==> src/flp_pkg.sv <==
`default_nettype none
package flp_pkg;

	// ------------------------------------------------------------
	// clock and timing
	// ------------------------------------------------------------
	localparam int CLK_KHZ        = 25000;
	localparam int SPIN_MS        = 250;   // spindle speed stabilisation
	localparam int SETTLE_MS      = 18;    // last step to data access
	localparam int STEP_MOVE_MS   = 3;     // step motion, used as step spacing
	localparam int TRIM_MS        = 390;   // gate to trim erase delay
	localparam int RECOV_US       = 100;   // read amp settle after trim erase
	localparam int FIRST_MIN_US   = 4;     // earliest first flux pulse
	localparam int FIRST_MAX_US   = 8;     // latest first flux pulse
	localparam int STEP_W_NS      = 1000;  // step pulse width
	localparam int FLUX_W_NS      = 200;   // flux pulse width

	localparam int SPIN_CYC_DEF   = SPIN_MS * CLK_KHZ;
	localparam int SETTLE_CYC_DEF = SETTLE_MS * CLK_KHZ;
	localparam int STEP_GAP_DEF   = STEP_MOVE_MS * CLK_KHZ;
	localparam int TRIM_CYC_DEF   = TRIM_MS * CLK_KHZ;
	localparam int RECOV_CYC      = (RECOV_US * CLK_KHZ + 999) / 1000;
	localparam int FIRST_MIN_CYC  = (FIRST_MIN_US * CLK_KHZ + 999) / 1000;
	localparam int FIRST_MAX_CYC  = (FIRST_MAX_US * CLK_KHZ) / 1000;
	localparam int STEP_W_CYC     = (STEP_W_NS * CLK_KHZ / 1000 + 999) / 1000;
	localparam int FLUX_W_CYC     = (FLUX_W_NS * CLK_KHZ / 1000 + 999) / 1000;

	// ------------------------------------------------------------
	// register map (byte addresses)
	// ------------------------------------------------------------
	localparam logic [7:0] REG_CTRL = 8'h00;
	localparam logic [7:0] REG_SEEK = 8'h04;
	localparam logic [7:0] REG_STAT = 8'h08;
	localparam logic [7:0] REG_FLUX = 8'h0C;
	localparam logic [7:0] REG_CNT  = 8'h10;

	// control and seek register fields
	localparam int CTRL_MOTOR  = 0;
	localparam int CTRL_UNIT   = 1;   // two bits
	localparam int CTRL_UEN    = 3;
	localparam int CTRL_HEAD   = 4;
	localparam int CTRL_WREQ   = 5;
	localparam int CTRL_PSAVE  = 6;
	localparam int SEEK_DIR    = 7;   // 1 = inward
	localparam logic [7:0] CTRL_RST = 8'h00_00;

	// tail pulse phases
	typedef enum logic [1:0] {
		FLP_TAIL_NONE = 2'b00,
		FLP_TAIL_PEND = 2'b01,
		FLP_TAIL_SENT = 2'b10
	} flp_tail_t;

	// drive pins, all active low
	typedef struct packed {
		logic [3:0] unit_pick_n;
		logic       motor_on_n;
		logic       seek_sense_n;
		logic       track_advance_pulse_n;
		logic       record_flux_n;
		logic       record_gate_n;
		logic       head_choice_n;
	} flp_drv_out_t;

	typedef struct packed {
		logic hole_pulse_n;
		logic home_track_flag_n;
		logic media_locked_n;
		logic playback_pulse_n;
	} flp_drv_in_t;

	localparam flp_drv_out_t DRV_IDLE = '1;

	// controller state, registered as one word
	typedef struct packed {
		logic [7:0]   ctrl;
		flp_drv_out_t pins;
		logic [6:0]   steps;
		logic [23:0]  spin_cnt;
		logic         spin_ok;
		logic [23:0]  settle_cnt;
		logic [23:0]  gap_cnt;
		logic [7:0]   step_w;
		logic [7:0]   flux_w;
		logic [7:0]   first_cnt;
		logic [23:0]  rec_cnt;
		logic         flux_pend;
		flp_tail_t    tail;
		logic         recal;
		logic [3:0]   sy1;
		logic [3:0]   sy2;
		logic [3:0]   sy3;
		logic [15:0]  rd_cnt;
		logic [15:0]  ix_cnt;
		logic         ack;
		logic [31:0]  dat;
	} flp_state_t;

endpackage
`default_nettype wire

==> src/flp_host.sv <==
// Our own choices: the Wishbone slave port and the placing of the registers.
`timescale 1ns/1ns
`default_nettype none
module flp_host
	import flp_pkg::*;
#(
	parameter int SPIN_CYC   = flp_pkg::SPIN_CYC_DEF,
	parameter int SETTLE_CYC = flp_pkg::SETTLE_CYC_DEF,
	parameter int STEP_GAP   = flp_pkg::STEP_GAP_DEF,
	parameter int TRIM_CYC   = flp_pkg::TRIM_CYC_DEF
)(
	// clock and reset
	input  wire logic               clk_i,
	input  wire logic               rst_i,
	// wishbone slave
	input  wire logic               wb_cyc_i,
	input  wire logic               wb_stb_i,
	input  wire logic               wb_we_i,
	input  wire logic [7:0]         wb_adr_i,
	input  wire logic [3:0]         wb_sel_i,
	input  wire logic [31:0]        wb_dat_i,
	output logic      [31:0]        wb_dat_o,
	output logic                    wb_ack_o,
	// drive pins
	output flp_pkg::flp_drv_out_t   drv_o,
	input  wire flp_pkg::flp_drv_in_t drv_i
);
	import flp_pkg::*;

	// ------------------------------------------------------------
	// state
	// ------------------------------------------------------------
	flp_state_t st_q;
	flp_state_t st_d;

	logic wb_req;
	logic wr_ok;
	logic stepping;
	logic writing;
	logic ready;
	logic read_ok;
	logic home;
	logic locked;
	logic [3:0] pick;

	// wishbone request, one access per ack
	assign wb_req   = wb_cyc_i && wb_stb_i && !st_q.ack;
	assign wr_ok    = wb_req && wb_we_i && wb_sel_i[0];
	assign stepping = (st_q.steps != 7'h0) || (st_q.step_w != 8'h00);
	assign writing  = !st_q.pins.record_gate_n || (st_q.tail != FLP_TAIL_NONE);
	// spin and settle overlap; ready only when both are over
	assign ready    = st_q.spin_ok && (st_q.settle_cnt == 24'h00_0000) &&
		!stepping;
	assign read_ok  = ready && !writing && (st_q.rec_cnt == 24'h00_0000);
	// synchronised status lines, low means true
	assign home     = !st_q.sy2[2];
	assign locked   = !st_q.sy2[1];
	assign pick     = st_q.ctrl[CTRL_UEN] ?
		~(4'h1 << st_q.ctrl[CTRL_UNIT +: 2]) : 4'hF;

	// ------------------------------------------------------------
	// next state
	// ------------------------------------------------------------
	always_comb
	begin
		st_d     = st_q;
		st_d.ack = wb_req;
		// pins cross from the drive's domain through two stages
		st_d.sy1 = drv_i;
		st_d.sy2 = st_q.sy1;
		st_d.sy3 = st_q.sy2;

		// register writes
		if (wr_ok && wb_adr_i == REG_CTRL)
		begin
			st_d.ctrl = wb_dat_i[7:0];
		end
		// sense set now, first pulse no earlier than next cycle
		if (wr_ok && wb_adr_i == REG_SEEK && !stepping && !writing)
		begin
			st_d.steps             = wb_dat_i[6:0];
			st_d.pins.seek_sense_n = !wb_dat_i[SEEK_DIR];
		end
		if (wr_ok && wb_adr_i == REG_FLUX)
		begin
			st_d.flux_pend = 1'b1;
		end

		// motor line follows the control bit
		st_d.pins.motor_on_n = !st_q.ctrl[CTRL_MOTOR];

		// spin-up wait restarts whenever the motor is off
		if (st_q.pins.motor_on_n)
		begin
			st_d.spin_cnt = 24'h00_0000;
			st_d.spin_ok  = 1'b0;
		end
		else if (!st_q.spin_ok)
		begin
			st_d.spin_cnt = st_q.spin_cnt + 24'h00_0001;
			st_d.spin_ok  = (st_q.spin_cnt == 24'(SPIN_CYC - 1));
		end

		// home seen clears recal; a reselect below still sets it
		if (home)
		begin
			st_d.recal = 1'b0;
		end
		// select and head only change while nothing is in flight
		if (!stepping && !writing)
		begin
			st_d.pins.unit_pick_n   = pick;
			st_d.pins.head_choice_n = !st_q.ctrl[CTRL_HEAD];
			// reselect under power save loses the track position
			if (st_q.ctrl[CTRL_PSAVE] && pick != 4'hF &&
				pick != st_q.pins.unit_pick_n)
			begin
				st_d.recal = 1'b1;
			end
		end

		// step engine, spaced by the motion time
		if (st_q.gap_cnt != 24'h00_0000)
		begin
			st_d.gap_cnt = st_q.gap_cnt - 24'h00_0001;
		end
		if (st_q.settle_cnt != 24'h00_0000)
		begin
			st_d.settle_cnt = st_q.settle_cnt - 24'h00_0001;
		end
		if (st_q.step_w != 8'h00)
		begin
			st_d.step_w = st_q.step_w - 8'h01;
		end
		// step pulses held off during any write
		else if (st_q.steps != 7'h0 && st_q.gap_cnt == 24'h00_0000 &&
			!writing)
		begin
			st_d.steps      = st_q.steps - 7'h1;
			st_d.step_w     = 8'(STEP_W_CYC);
			st_d.gap_cnt    = 24'(STEP_GAP);
			// settle counted from the start of each pulse
			st_d.settle_cnt = 24'(SETTLE_CYC);
		end

		// read recovery after write busy ends
		if (st_q.rec_cnt != 24'h00_0000)
		begin
			st_d.rec_cnt = st_q.rec_cnt - 24'h00_0001;
		end
		if (st_q.first_cnt != 8'h00)
		begin
			st_d.first_cnt = st_q.first_cnt - 8'h01;
		end
		if (st_q.flux_w != 8'h00)
		begin
			st_d.flux_w = st_q.flux_w - 8'h01;
		end

		// gate opens only on a ready, unlocked drive
		if (st_q.ctrl[CTRL_WREQ] && st_q.pins.record_gate_n && ready &&
			!locked && st_q.tail == FLP_TAIL_NONE)
		begin
			st_d.pins.record_gate_n = 1'b0;
			st_d.first_cnt          = 8'(FIRST_MIN_CYC);
		end
		else if (!st_q.pins.record_gate_n)
		begin
			// dropping the request queues one extra pulse
			if (!st_q.ctrl[CTRL_WREQ] && st_q.tail == FLP_TAIL_NONE)
			begin
				st_d.tail = FLP_TAIL_PEND;
			end
			// no flux pulse before the first-pulse window opens
			if (st_q.first_cnt == 8'h00 && st_q.flux_w == 8'h00)
			begin
				// queued pulses go before the tail, so none is lost
				if (st_q.flux_pend)
				begin
					st_d.flux_w    = 8'(FLUX_W_CYC);
					st_d.flux_pend = wr_ok && wb_adr_i == REG_FLUX;
				end
				else if (st_q.tail == FLP_TAIL_PEND)
				begin
					st_d.flux_w = 8'(FLUX_W_CYC);
					st_d.tail   = FLP_TAIL_SENT;
				end
				else if (st_q.tail == FLP_TAIL_SENT)
				begin
					// busy runs on until trim erase ends
					st_d.pins.record_gate_n = 1'b1;
					st_d.tail               = FLP_TAIL_NONE;
					st_d.rec_cnt = 24'(TRIM_CYC) + 24'(RECOV_CYC);
				end
			end
		end
		// pulses queued outside a write are dropped
		if (st_q.pins.record_gate_n && st_q.tail == FLP_TAIL_NONE)
		begin
			st_d.flux_pend = 1'b0;
		end

		// pulse lines as registered copies of their counters
		st_d.pins.track_advance_pulse_n = (st_d.step_w == 8'h00);
		st_d.pins.record_flux_n         = (st_d.flux_w == 8'h00);

		// read peaks counted on falling edge, only when readable
		if (!st_q.sy2[0] && st_q.sy3[0] && read_ok)
		begin
			st_d.rd_cnt = st_q.rd_cnt + 16'h0001;
		end
		// index holes counted on falling edge
		if (!st_q.sy2[3] && st_q.sy3[3])
		begin
			st_d.ix_cnt = st_q.ix_cnt + 16'h0001;
		end

		// register reads, unmapped reads answer zero
		st_d.dat = 32'h0000_0000;
		case (wb_adr_i)
			REG_CTRL: st_d.dat[7:0] = st_q.ctrl;
			REG_SEEK: st_d.dat[7:0] = {!st_q.pins.seek_sense_n, st_q.steps};
			REG_STAT: st_d.dat[9:0] = {st_q.flux_pend, st_q.recal, locked,
				home, stepping, writing, read_ok, ready,
				(st_q.settle_cnt == 24'h00_0000), st_q.spin_ok};
			REG_CNT:  st_d.dat = {st_q.ix_cnt, st_q.rd_cnt};
			default:  st_d.dat = 32'h0000_0000;
		endcase
	end

	// ------------------------------------------------------------
	// registers
	// ------------------------------------------------------------
	always_ff @(posedge clk_i)
	begin
		if (rst_i)
		begin
			st_q      <= '0;
			st_q.ctrl <= CTRL_RST;
			st_q.pins <= DRV_IDLE;
			st_q.sy1  <= 4'hF;
			st_q.sy2  <= 4'hF;
			st_q.sy3  <= 4'hF;
		end
		else
		begin
			st_q <= st_d;
		end
	end

	// every pin driven high when idle, low when true
	assign drv_o    = st_q.pins;
	assign wb_ack_o = st_q.ack;
	assign wb_dat_o = st_q.dat;
endmodule
`default_nettype wire

==> config.mk <==
export PLATFORM = sky130hd
export DESIGN_NAME = flp_host
export DESIGN_NICKNAME = d
export VERILOG_FILES = /design/src/flp_pkg.sv /design/src/flp_host.sv
export SDC_FILE = /design/constraint.sdc
export NUM_CORES = 1
export LEC_CHECK = 0
export BUFFER_PORTS_ARGS = -buffer_cell sky130_fd_sc_hd__buf_2
export CAP_MARGIN = 40
export CORE_UTILIZATION = 25
export CTS_CLUSTER_DIAMETER = 40
export CTS_CLUSTER_SIZE = 24
export DETAILED_ROUTE_END_ITERATION = 16
export PLACE_DENSITY = 0.51
export RECOVER_POWER = 25
export SYNTH_ARGS = -nofsm -noshare
export SYNTH_HDL_FRONTEND = slang
export SYNTH_SLANG_ARGS = --single-unit
==> constraint.sdc <==
create_clock -name clk_i -period 2.6 [get_ports clk_i]
set_input_delay 0.26 -clock clk_i [delete_from_list [all_inputs] [get_ports clk_i]]
set_output_delay 0.26 -clock clk_i [all_outputs]
set_load 0.01 [all_outputs]
==> run metrics, run 1 <==
status=finished, final reports clean; Reg-to-Reg Start=st_q[167]$_SDFF_PP0_; post-synth cell types=63; cell taking the most area after synthesis=dfxtp_1; Worst EP required=3020 ps; CP delay by family, top=simple AND/OR/NAND/NOR gates; HPWL Detailed=18000 um; Crit-path slowest cell=or4_4; Net Sw Power=5.97 mW; vias in the first global route=8249; final setup TNS=0 ps; # diodes=0; post-synthesis async set-or-reset flop share=0%; Endpoint, Worst Hold=st_q[225]$_SDFFE_PP0P_; width of the die=208 um; initial core utilization=25.3%; EDFF count, synth=0; Clk pwr share=32.9%; mux contribution to synthesized area=1.39%; port buffer count=68; share of layout cells above drive strength 1=14.4%; r2r worst-path depth=7; CTS buffer count=40; largest net degree at the start of global routing=54; Yosys reg bits=225; crit-path max cell delay=560 ps; WS Path Type=reg -> reg; worst path arrival time=2930 ps; area of the core=41900 um^2; Core Rows=75; main combinational cell family by area after synthesis=simple AND/OR/NAND/NOR gates; crit end category=flop; final setup fails=0; Placed Cells incl. Taps=1791; Placer Congestion=0.807; Worst-Margin Slew=1360 ps; f_max=0.399 GHz; Internal Power=10.5 mW; Num Clock Sinks=225; Placement Setup Slack=32.3 ps; area share of fa/ha/maj cells after synthesis=1.41%; maximum vdd drop=0.000581 V; area grow syn2layout=22.2%; Compound-Gate Fraction of Synth Area=13.9%; Yosys Warn Count=0; post-synth net total=1302; Power Density=1270 nW/um^2; H-tree levels=2; fraction of power consumed by sequential logic=28.3%; Final Skew=29.1 ps; RSZ-0062 raised after global routing=yes; Final Worst Setup Slack=91.6 ps; max cap viols=0; fin cells=1869; # DRC=0; Skew-Pair Late Insertion Delay=530 ps; WP buf/inv=2; initial antenna violation count=0; total grt overflow=0; hold path start=wb_dat_i[6]; CP startpoint=st_q[167]$_SDFF_PP0_; Min-Delay Path Class=in -> reg; Pre-antenna DRT Iters=5; Critical Path Most Common Cell=buf_4; CTS tree=yes; simple-gate share of the synthesized area=26.7%; top-count cell post-synth=dfxtp_1; die span in y=208 um; CTS Buffer Depth=3; dominant synthesized flop cell=dfxtp_1; top post-synthesis cells by area=dfxtp_1 (42%), xnor2_1 (4.9%), a21oi_1 (4.7%); CTS root buf=clkbuf_16; CP cell instances=or4_4, nor4_4, buf_4, nand4_1, buf_4, nor3_1, mux2_2; final wirelength=26400 um; fillers=4397; via/cell ratio=4.83; Leakage=4.67 nW; CP Launch Type=flop; crit share post-route=96.5%; first-pass GRT wire length=42900 um; DR WL/cell=14.1 um; Seq/Total Area, Yosys=42.4%; Mapped Cells=1237; r2r endpoint=st_q[54]$_SDFFE_PP0P_; I/O pin total=96; final net count=1366; die footprint=43300 um^2; Fin. Hold Viols=0; crit path max fanout=6; Final Max Tran Viols=0; Comb power frac=38.9%; number of DRC markers in iteration 0=611; post-synth top area share=42.4%; DRT antenna net count=0; XOR/XNOR Fraction of Synth Area=7.18%; Sw Ratio=36.3%; Worst Hold Depth=3; Vias=9027; Synth Cell Area=10600 um^2; Worst slew margin=9.44%; clock slew at reported path FFs=60 ps; Mapped Avg Cell Area=8.58 um^2; min Tclk post-route=2510 ps; Total GRT Usage=11.9%; top cells by count, synth=dfxtp_1 (225), nor2_1 (122), a21oi_1 (100), nand2_1 (67), xnor2_1 (59); reg2reg setup slack=90 ps
[layer usage]
metal	share of wire, %	GRT usage (%)
met5	0	0
met4	2.3	3.83
met3	4.1	2.19
met2	45	19.6
met1	48	15.7
[worst max-delay path by stage]
| stage | end | slack (ps) | cells after the start |
|---|---|---|---|
| global placement | st_q[59]$_SDFFE_PP0P_ | 70 | 6 |
| global route | st_q[54]$_SDFFE_PP0P_ | -10 | 7 |
| CTS | st_q[173]$_SDFF_PP0_ | 10 | 9 |
| floorplan | st_q[130]$_SDFF_PP0_ | 160 | 9 |
| finish | st_q[54]$_SDFFE_PP0P_ | 90 | 7 |
| detailed placement | st_q[56]$_SDFFE_PP0P_ | 30 | 7 |
[sequential cells by signal, summed over array words and instances, names as in the netlist]
register / count
wb_ack_o: 1
st_d: 8
wb_dat_o: 32
st_q: 174
drv_o: 10
[worst register-to-register path: stages (launching register included)]
cell,delay (ps)
dfxtp_1,310
or4_4,560
nor4_4,280
buf_4,210
nand4_1,270
buf_4,240
nor3_1,190
mux2_2,350
[timing repair]
item | 4_1_cts | 5_1_grt
setup endpoints to repair | 0 | 65
gates resized for setup | 0 | 7
setup buffers | 0 | 1
hold buffers | 5 | 0
endpoints found under the hold margin | 5 | 0
[power groups by stage]
stage                     clock network [mW]  registers, mW  logic [mW]
final                                   5.41           4.65        6.40
after detailed placement                   0           4.70        6.25
after global routing                    5.72           4.75        7.17
after CTS                               5.56           4.64        6.31
after global placement                     0           4.69        6.21
after floorplan                            0           4.54        4.55
[layout by cell type, fill, tap and decap left out, types with 23 or more instances in the layout]
master	Yosys	layout
a211oi_1	23	23
a21oi_1	100	100
and3_1	32	32
buf_2	5	27
buf_4	42	54
clkbuf_1	54	45
clkbuf_16	0	42
dfxtp_1	225	225
inv_1	41	41
nand2_1	67	66
nand3_1	46	46
nor2_1	122	121
nor3_1	36	36
nor4_1	28	26
o21ai_0	29	29
or3_1	28	28
or4_1	31	28
xnor2_1	59	59
xor2_1	28	28
[stage by stage]
step	power [mW]	hold WS, ps	util, %	instance area [um^2]
after detailed placement	11.0	406	27.5	11500
after global routing	17.6	29.2	30.9	13000
after CTS	16.5	6.54	30.9	13000
final	16.5	27.6	30.9	13000
after floorplan	9.09	364	-	10600
after global placement	10.9	397	27.5	11500
[cells by family after synthesis]
kind of cell	after synthesis
compound gates	235
buf+inv	150
mux	14
fa+ha+maj	12
simple gates	514
xor+xnor	87
flops	225
[final cells by class]
cell class	instances	area (um^2)	share of cell area (%)
Multi-Input combinational cell	863	5440	41.9
Sequential cell	225	4500	34.7
Clock buffer	51	1130	8.75
Timing Repair Buffer	130	790	6.08
Tap cell	539	674	5.20
Clock inverter	20	278	2.14
Inverter	41	154	1.19
(Power assumes the default switching activity.)
==> inputs of run 2 (changes only) <==
REMOVE_ABC_BUFFERS = 1   (was not set)
==> run 2 against run 1 <==
Against the previous run:
- global-route usage up 0.64 points
- flip-flop and latch count unchanged
- register-to-register slack better by 50 ps
- critical path depth down 1
- via count about the same
- die area unchanged
- largest cell class unchanged
==> run metrics, run 2 (same netlist as run 1, synthesis figures left out) <==
status=finished, final reports clean; die span in y=208 um (unchanged); Worst slew margin=16.0% (+6.6 points); worst hold slack=27.5 ps (-0.0981 ps); initial antenna violation count=3 (+3); grt peak-use layer=met2; number of flip-flops in the largest register=174 (unchanged); WS Path Type=reg -> reg; Final Skew=20.7 ps (-8.47 ps); Placement Setup Slack=139 ps (+107 ps); crit end category=flop; clock slew at reported path FFs=50 ps (about the same); met1 usage in global routing=17.1% (+1.4 points); Pre-antenna DRT Iters=5 (unchanged); Reg area=4500 um^2 (unchanged); fin cells=1870 (+0.054%); Power Density=1280 nW/um^2 (+0.51%); CP Launch Type=flop; most common cell after layout, fill and taps aside=dfxtp_1; Total GRT Usage=12.5% (+0.64 points); Worst Hold Depth=2 (-1); first-pass GRT wire length=44600 um (+3.9%); CTS Buffer Depth=3 (unchanged); Core Rows=75 (unchanged); maximum vdd drop=0.000533 V (-8.3%); Min-Delay Path Class=in -> reg; overall power=16.5 mW (+0.31%); width of the die=208 um (unchanged); vias in the first global route=8464 (+2.6%); DRT antenna net count=0 (unchanged); final instance area=12900 um^2 (-0.19%); initial core utilization=25.3% (unchanged); Reg-to-Reg Start=st_q[167]$_SDFF_PP0_; max cap viols=0 (unchanged); multi-input logic area=5420 um^2 (-0.46%); Final Util=30.9% (-0.060 points); most frequent cells in the layout=dfxtp_1 (225), nor2_1 (121), a21oi_1 (100); final net count=1366 (unchanged); CTS tree=yes; Final Worst Setup Slack=143 ps (+51.7 ps); worst path arrival time=2910 ps (-20 ps); Num Clock Sinks=225 (unchanged); r2r worst-path depth=6 (-1); area of the core=41900 um^2 (unchanged); die footprint=43300 um^2 (unchanged); area of placed instances=11500 um^2 (about the same); crit path max fanout=6 (unchanged); area grow syn2layout=22.0%; Leakage=4.71 nW (+0.78%); total grt overflow=0 (unchanged); DR WL/cell=14.7 um (+4.1%); reg2reg setup slack=140 ps (+50 ps); number of DRC markers in iteration 0=523 (-14%); crit share post-route=94.5% (-2.0 points); grt met2 use=19.7% (+0.10 points); min Tclk post-route=2460 ps (-51.7 ps); Worst EP required=3050 ps (+30 ps); f_max=0.407 GHz (+2.1%); Vias=9021 (-0.066%); final setup fails=0 (unchanged); Fin. Hold Viols=0 (unchanged); via/cell ratio=4.82 (-0.12%); fillers=4396 (-0.023%); r2r endpoint=st_q[176]$_SDFF_PP0_; H-tree levels=2 (unchanged); CTS buffer count=38 (-5.0%); Placed Cells incl. Taps=1793 (+0.11%); largest net degree at the start of global routing=47 (-13%); Endpoint, Worst Hold=drv_o[4]$_SDFFE_PP1P_; port buffer count=68 (unchanged); HPWL Detailed=18900 um (+5.0%); CTS root buf=clkbuf_16; Final Max Tran Viols=0 (unchanged); share of layout cells above drive strength 1=15.2% (+0.83 points); hold path start=wb_dat_i[7]; Skew-Pair Late Insertion Delay=520 ps (about the same); met3 Usage GRT=2.43% (+0.24 points); PostCTS Resize Cnt=0 (unchanged); final setup TNS=0 ps (unchanged); final wirelength=27500 um (+4.2%); Most flops, register=st_q; Worst-Margin Slew=1260 ps (-98.8 ps); I/O pin total=96 (unchanged); Placer Congestion=0.775 (-3.9%); # DRC=0 (unchanged)
run 2: cell count changes in the layout (fill, tap and decap cells not counted), sizes merged:
cell,before,now
buf,83,98
bufinv,5,8
clkbuf,93,72
clkinv,7,6
clkinvlp,2,5
diode,0,1
inv,47,48
run 2: worst max-delay path by stage:
stage                               startpoint                     to  cells past startpoint
after detailed placement  st_q[167]$_SDFF_PP0_   st_q[176]$_SDFF_PP0_                      6
after global placement    st_q[167]$_SDFF_PP0_   st_q[176]$_SDFF_PP0_                      6
final                     st_q[167]$_SDFF_PP0_   st_q[176]$_SDFF_PP0_                      6
after floorplan            drv_o[1]$_SDFF_PP1_   st_q[122]$_SDFF_PP0_                      5
after CTS                 st_q[174]$_SDFF_PP0_  st_q[49]$_SDFFE_PP0P_                      6
after global routing      st_q[171]$_SDFF_PP0_  st_q[54]$_SDFFE_PP0P_                      6
run 2: repair_timing:
| action | in CTS | in global routing |
|---|---|---|
| setup buffers | 0 | 1 |
| hold endpoints to repair | 5 | 0 |
| hold buffers | 5 | 0 |
| setup endpoints to repair | 0 | 5 |
run 2: report_power, final:
| part | switching, mW | internal (mW) | leakage, nW |
|---|---|---|---|
| logic | 3.60 | 2.77 | 2.21 |
| clock network | 1.86 | 3.63 | 0.670 |
| registers | 0.593 | 4.06 | 1.83 |
| total | 6.06 | 10.5 | 4.71 |
run 2: per-layer routing:
| layer | vias up | wire [um] |
|---|---|---|
| li1 | 4581 | - |
| met2 | 149 | 12100 |
| met4 | 2 | 620 |
| met1 | 4242 | 13600 |
| met3 | 47 | 1130 |
| met5 | - | 10 |
run 2: area by class of cell:
class / instances / area share, %
Clock inverter: 26 / 2.98
Sequential cell: 225 / 34.8
Timing Repair Buffer: 132 / 6.20
Multi-Input combinational cell: 863 / 41.8
Inverter: 41 / 1.19
Clock buffer: 43 / 7.81
Antenna cell: 1 / 0.0193
Tap cell: 539 / 5.21
run 2: critical path: stages (launching register included):
cell and delay (ps):
dfxtp_1 310, or4_1 600, buf_4 190, or4_1 510, or3_1 330, or3_1 310
a21oi_1 140
==> inputs of run 3 (changes only) <==
CORE_ASPECT_RATIO = 1.5   (was not set)
PLACE_DENSITY = 0.46   (was 0.51)
SKIP_CTS_REPAIR_TIMING = 1   (was not set)
==> run 3 against run 2 <==
Against the previous run:
- the flow now finishes with violations (capacitance limit, slew limit)
- critical path depth is 1 higher
- global-route usage is 0.53 points higher
- worst hold slack worse by 6.9 ps
- clock skew is 2.4 ps lower
- cell count is 1.0% higher
- first-iteration DRC count is 13% higher
- utilization is 0.23 points lower
- via count is 0.12% higher
- register-to-register slack worse by 30 ps
- power is 3.1% lower
- setup slack worse by 31 ps
- non-clock buffer count is 4 higher
==> run metrics, run 3 (same netlist as run 1, synthesis figures left out) <==
status=complete, but fails checks; failing checks=capacitance limit, slew limit; I/O pin total=96 (unchanged); share of layout cells above drive strength 1=14.2% (-1.0 points); fillers=4476 (+1.8%); DR WL/cell=15.0 um (+2.2%); number of DRC markers in iteration 0=589 (+13%); crit share post-route=95.7% (+1.2 points); Min-Delay Path Class=in -> reg; crit path max fanout=5 (-1); CTS tree=yes; Final Util=30.6% (-0.23 points); die span in y=254 um (+22%); Leakage=4.59 nW (-2.4%); first-pass GRT wire length=45200 um (+1.5%); RSZ-0062 raised after global routing=yes; Placer Congestion=0.770 (-0.74%); crit end category=flop; # diodes=0 (-1); most frequent cells in the layout=dfxtp_1 (225), nor2_1 (121), a21oi_1 (100); DRT antenna net count=0 (unchanged); Fin. Hold Viols=0 (unchanged); width of the die=170 um (-18%); Pre-antenna DRT Iters=6 (+1); maximum vdd drop=0.000516 V (-3.1%); f_max=0.402 GHz (-1.3%); min Tclk post-route=2490 ps (+31.3 ps); Worst EP required=3000 ps (-50 ps); Worst slew margin=-10.4% (-26 points); HPWL Detailed=20000 um (+5.8%); largest net degree at the start of global routing=58 (+23%); Total GRT Usage=13.1% (+0.53 points); H-tree levels=2 (unchanged); Core Rows=92 (+23%); final net count=1366 (unchanged); Vias=9032 (+0.12%); clock slew at reported path FFs=60 ps (about the same); area grow syn2layout=20.9%; most common cell after layout, fill and taps aside=dfxtp_1; initial antenna violation count=3 (unchanged); initial core utilization=25.3% (+0.028 points); Most flops, register=st_q; number of flip-flops in the largest register=174 (unchanged); final wirelength=28400 um (+3.3%); port buffer count=68 (unchanged); final setup TNS=0 ps (unchanged); max cap viols=1 (+1); area of the core=41900 um^2 (-0.11%); die footprint=43300 um^2 (about the same); final setup fails=0 (unchanged); Skew-Pair Late Insertion Delay=510 ps (about the same); Power Density=1250 nW/um^2 (-2.2%); vias in the first global route=8725 (+3.1%); CTS root buf=clkbuf_16; WS Path Type=reg -> reg; CTS buffer count=34 (-11%); # DRC=0 (unchanged); Num Clock Sinks=225 (unchanged); Worst-Margin Slew=1660 ps (+396 ps); CP Launch Type=flop; via/cell ratio=4.78 (-0.89%); Final Skew=18.3 ps (-2.41 ps); Final Max Tran Viols=34 (+34); worst path arrival time=2890 ps (-20 ps); total grt overflow=0 (unchanged); CTS Buffer Depth=3 (unchanged)
## run 3: changes by cell type in the layout (fill, tap and decap cells not counted), sizes merged
cell,previous run,this run
buf,98,94
bufinv,8,5
clkbuf,72,78
clkinv,6,10
clkinvlp,5,3
diode,1,0
dlygate4sd3,5,4
inv,48,43
## run 3: layer usage
layer	global-route usage (%)	part of all wire, %
met4	5.64	2.7
met2	23.6	51
met1	15.0	42
met3	2.19	3.8
met5	0	0.11
## run 3: final timing paths
| path | start | end | slack, ps | cells after the start |
|---|---|---|---|---|
| max reg2reg | st_q[165]$_SDFF_PP0_ | st_q[54]$_SDFFE_PP0P_ | 110 | 7 |
| min reg2reg | st_d[70]$_SDFF_PP1_ | st_d[66]$_SDFF_PP1_ | 410 | 1 |
| min | wb_dat_i[4] | st_q[223]$_SDFFE_PP0P_ | 20 | 3 |
| max | st_q[165]$_SDFF_PP0_ | st_q[54]$_SDFFE_PP0P_ | 110 | 7 |
## run 3: final cells by class
| cell class | count | area, um^2 | share of cell area (%) |
|---|---|---|---|
| Clock inverter | 20 | 267 | 2.08 |
| Timing Repair Buffer | 136 | 852 | 6.64 |
| Multi-Input combinational cell | 863 | 5440 | 42.4 |
| Tap cell | 564 | 706 | 5.50 |
| Inverter | 41 | 154 | 1.20 |
| Sequential cell | 225 | 4500 | 35.1 |
| Clock buffer | 40 | 915 | 7.12 |
## run 3: where the power goes
group | switching, mW | internal (mW) | total, mW
sequential | 0.601 | 4.06 | 4.66
clock | 1.73 | 3.04 | 4.77
combinational | 3.73 | 2.84 | 6.58
## run 3: worst max-delay path, cell delays in order (launching register included)
cell,delay [ps]
dfxtp_1,330
or4_1,580
nor4_4,350
buf_6,190
nand4_1,170
buf_4,210
nor3_1,200
mux2_2,350
## run 3: metrics by stage
step / instances / total power, mW / hold slack, ps / area (um^2) / setup slack [ps]
floorplan: 1128 / 8.86 / 329 / 10000 / -272
global placement: 1824 / 11.1 / 401 / 11600 / 96.4
detailed placement: 1824 / 11.1 / 399 / 11600 / 85.3
CTS: 1884 / 16.0 / -98.7 / 12800 / 65.5
global route: 1889 / 17.2 / 23.3 / 12800 / -12.5
finish: 1889 / 16.0 / 20.6 / 12800 / 112
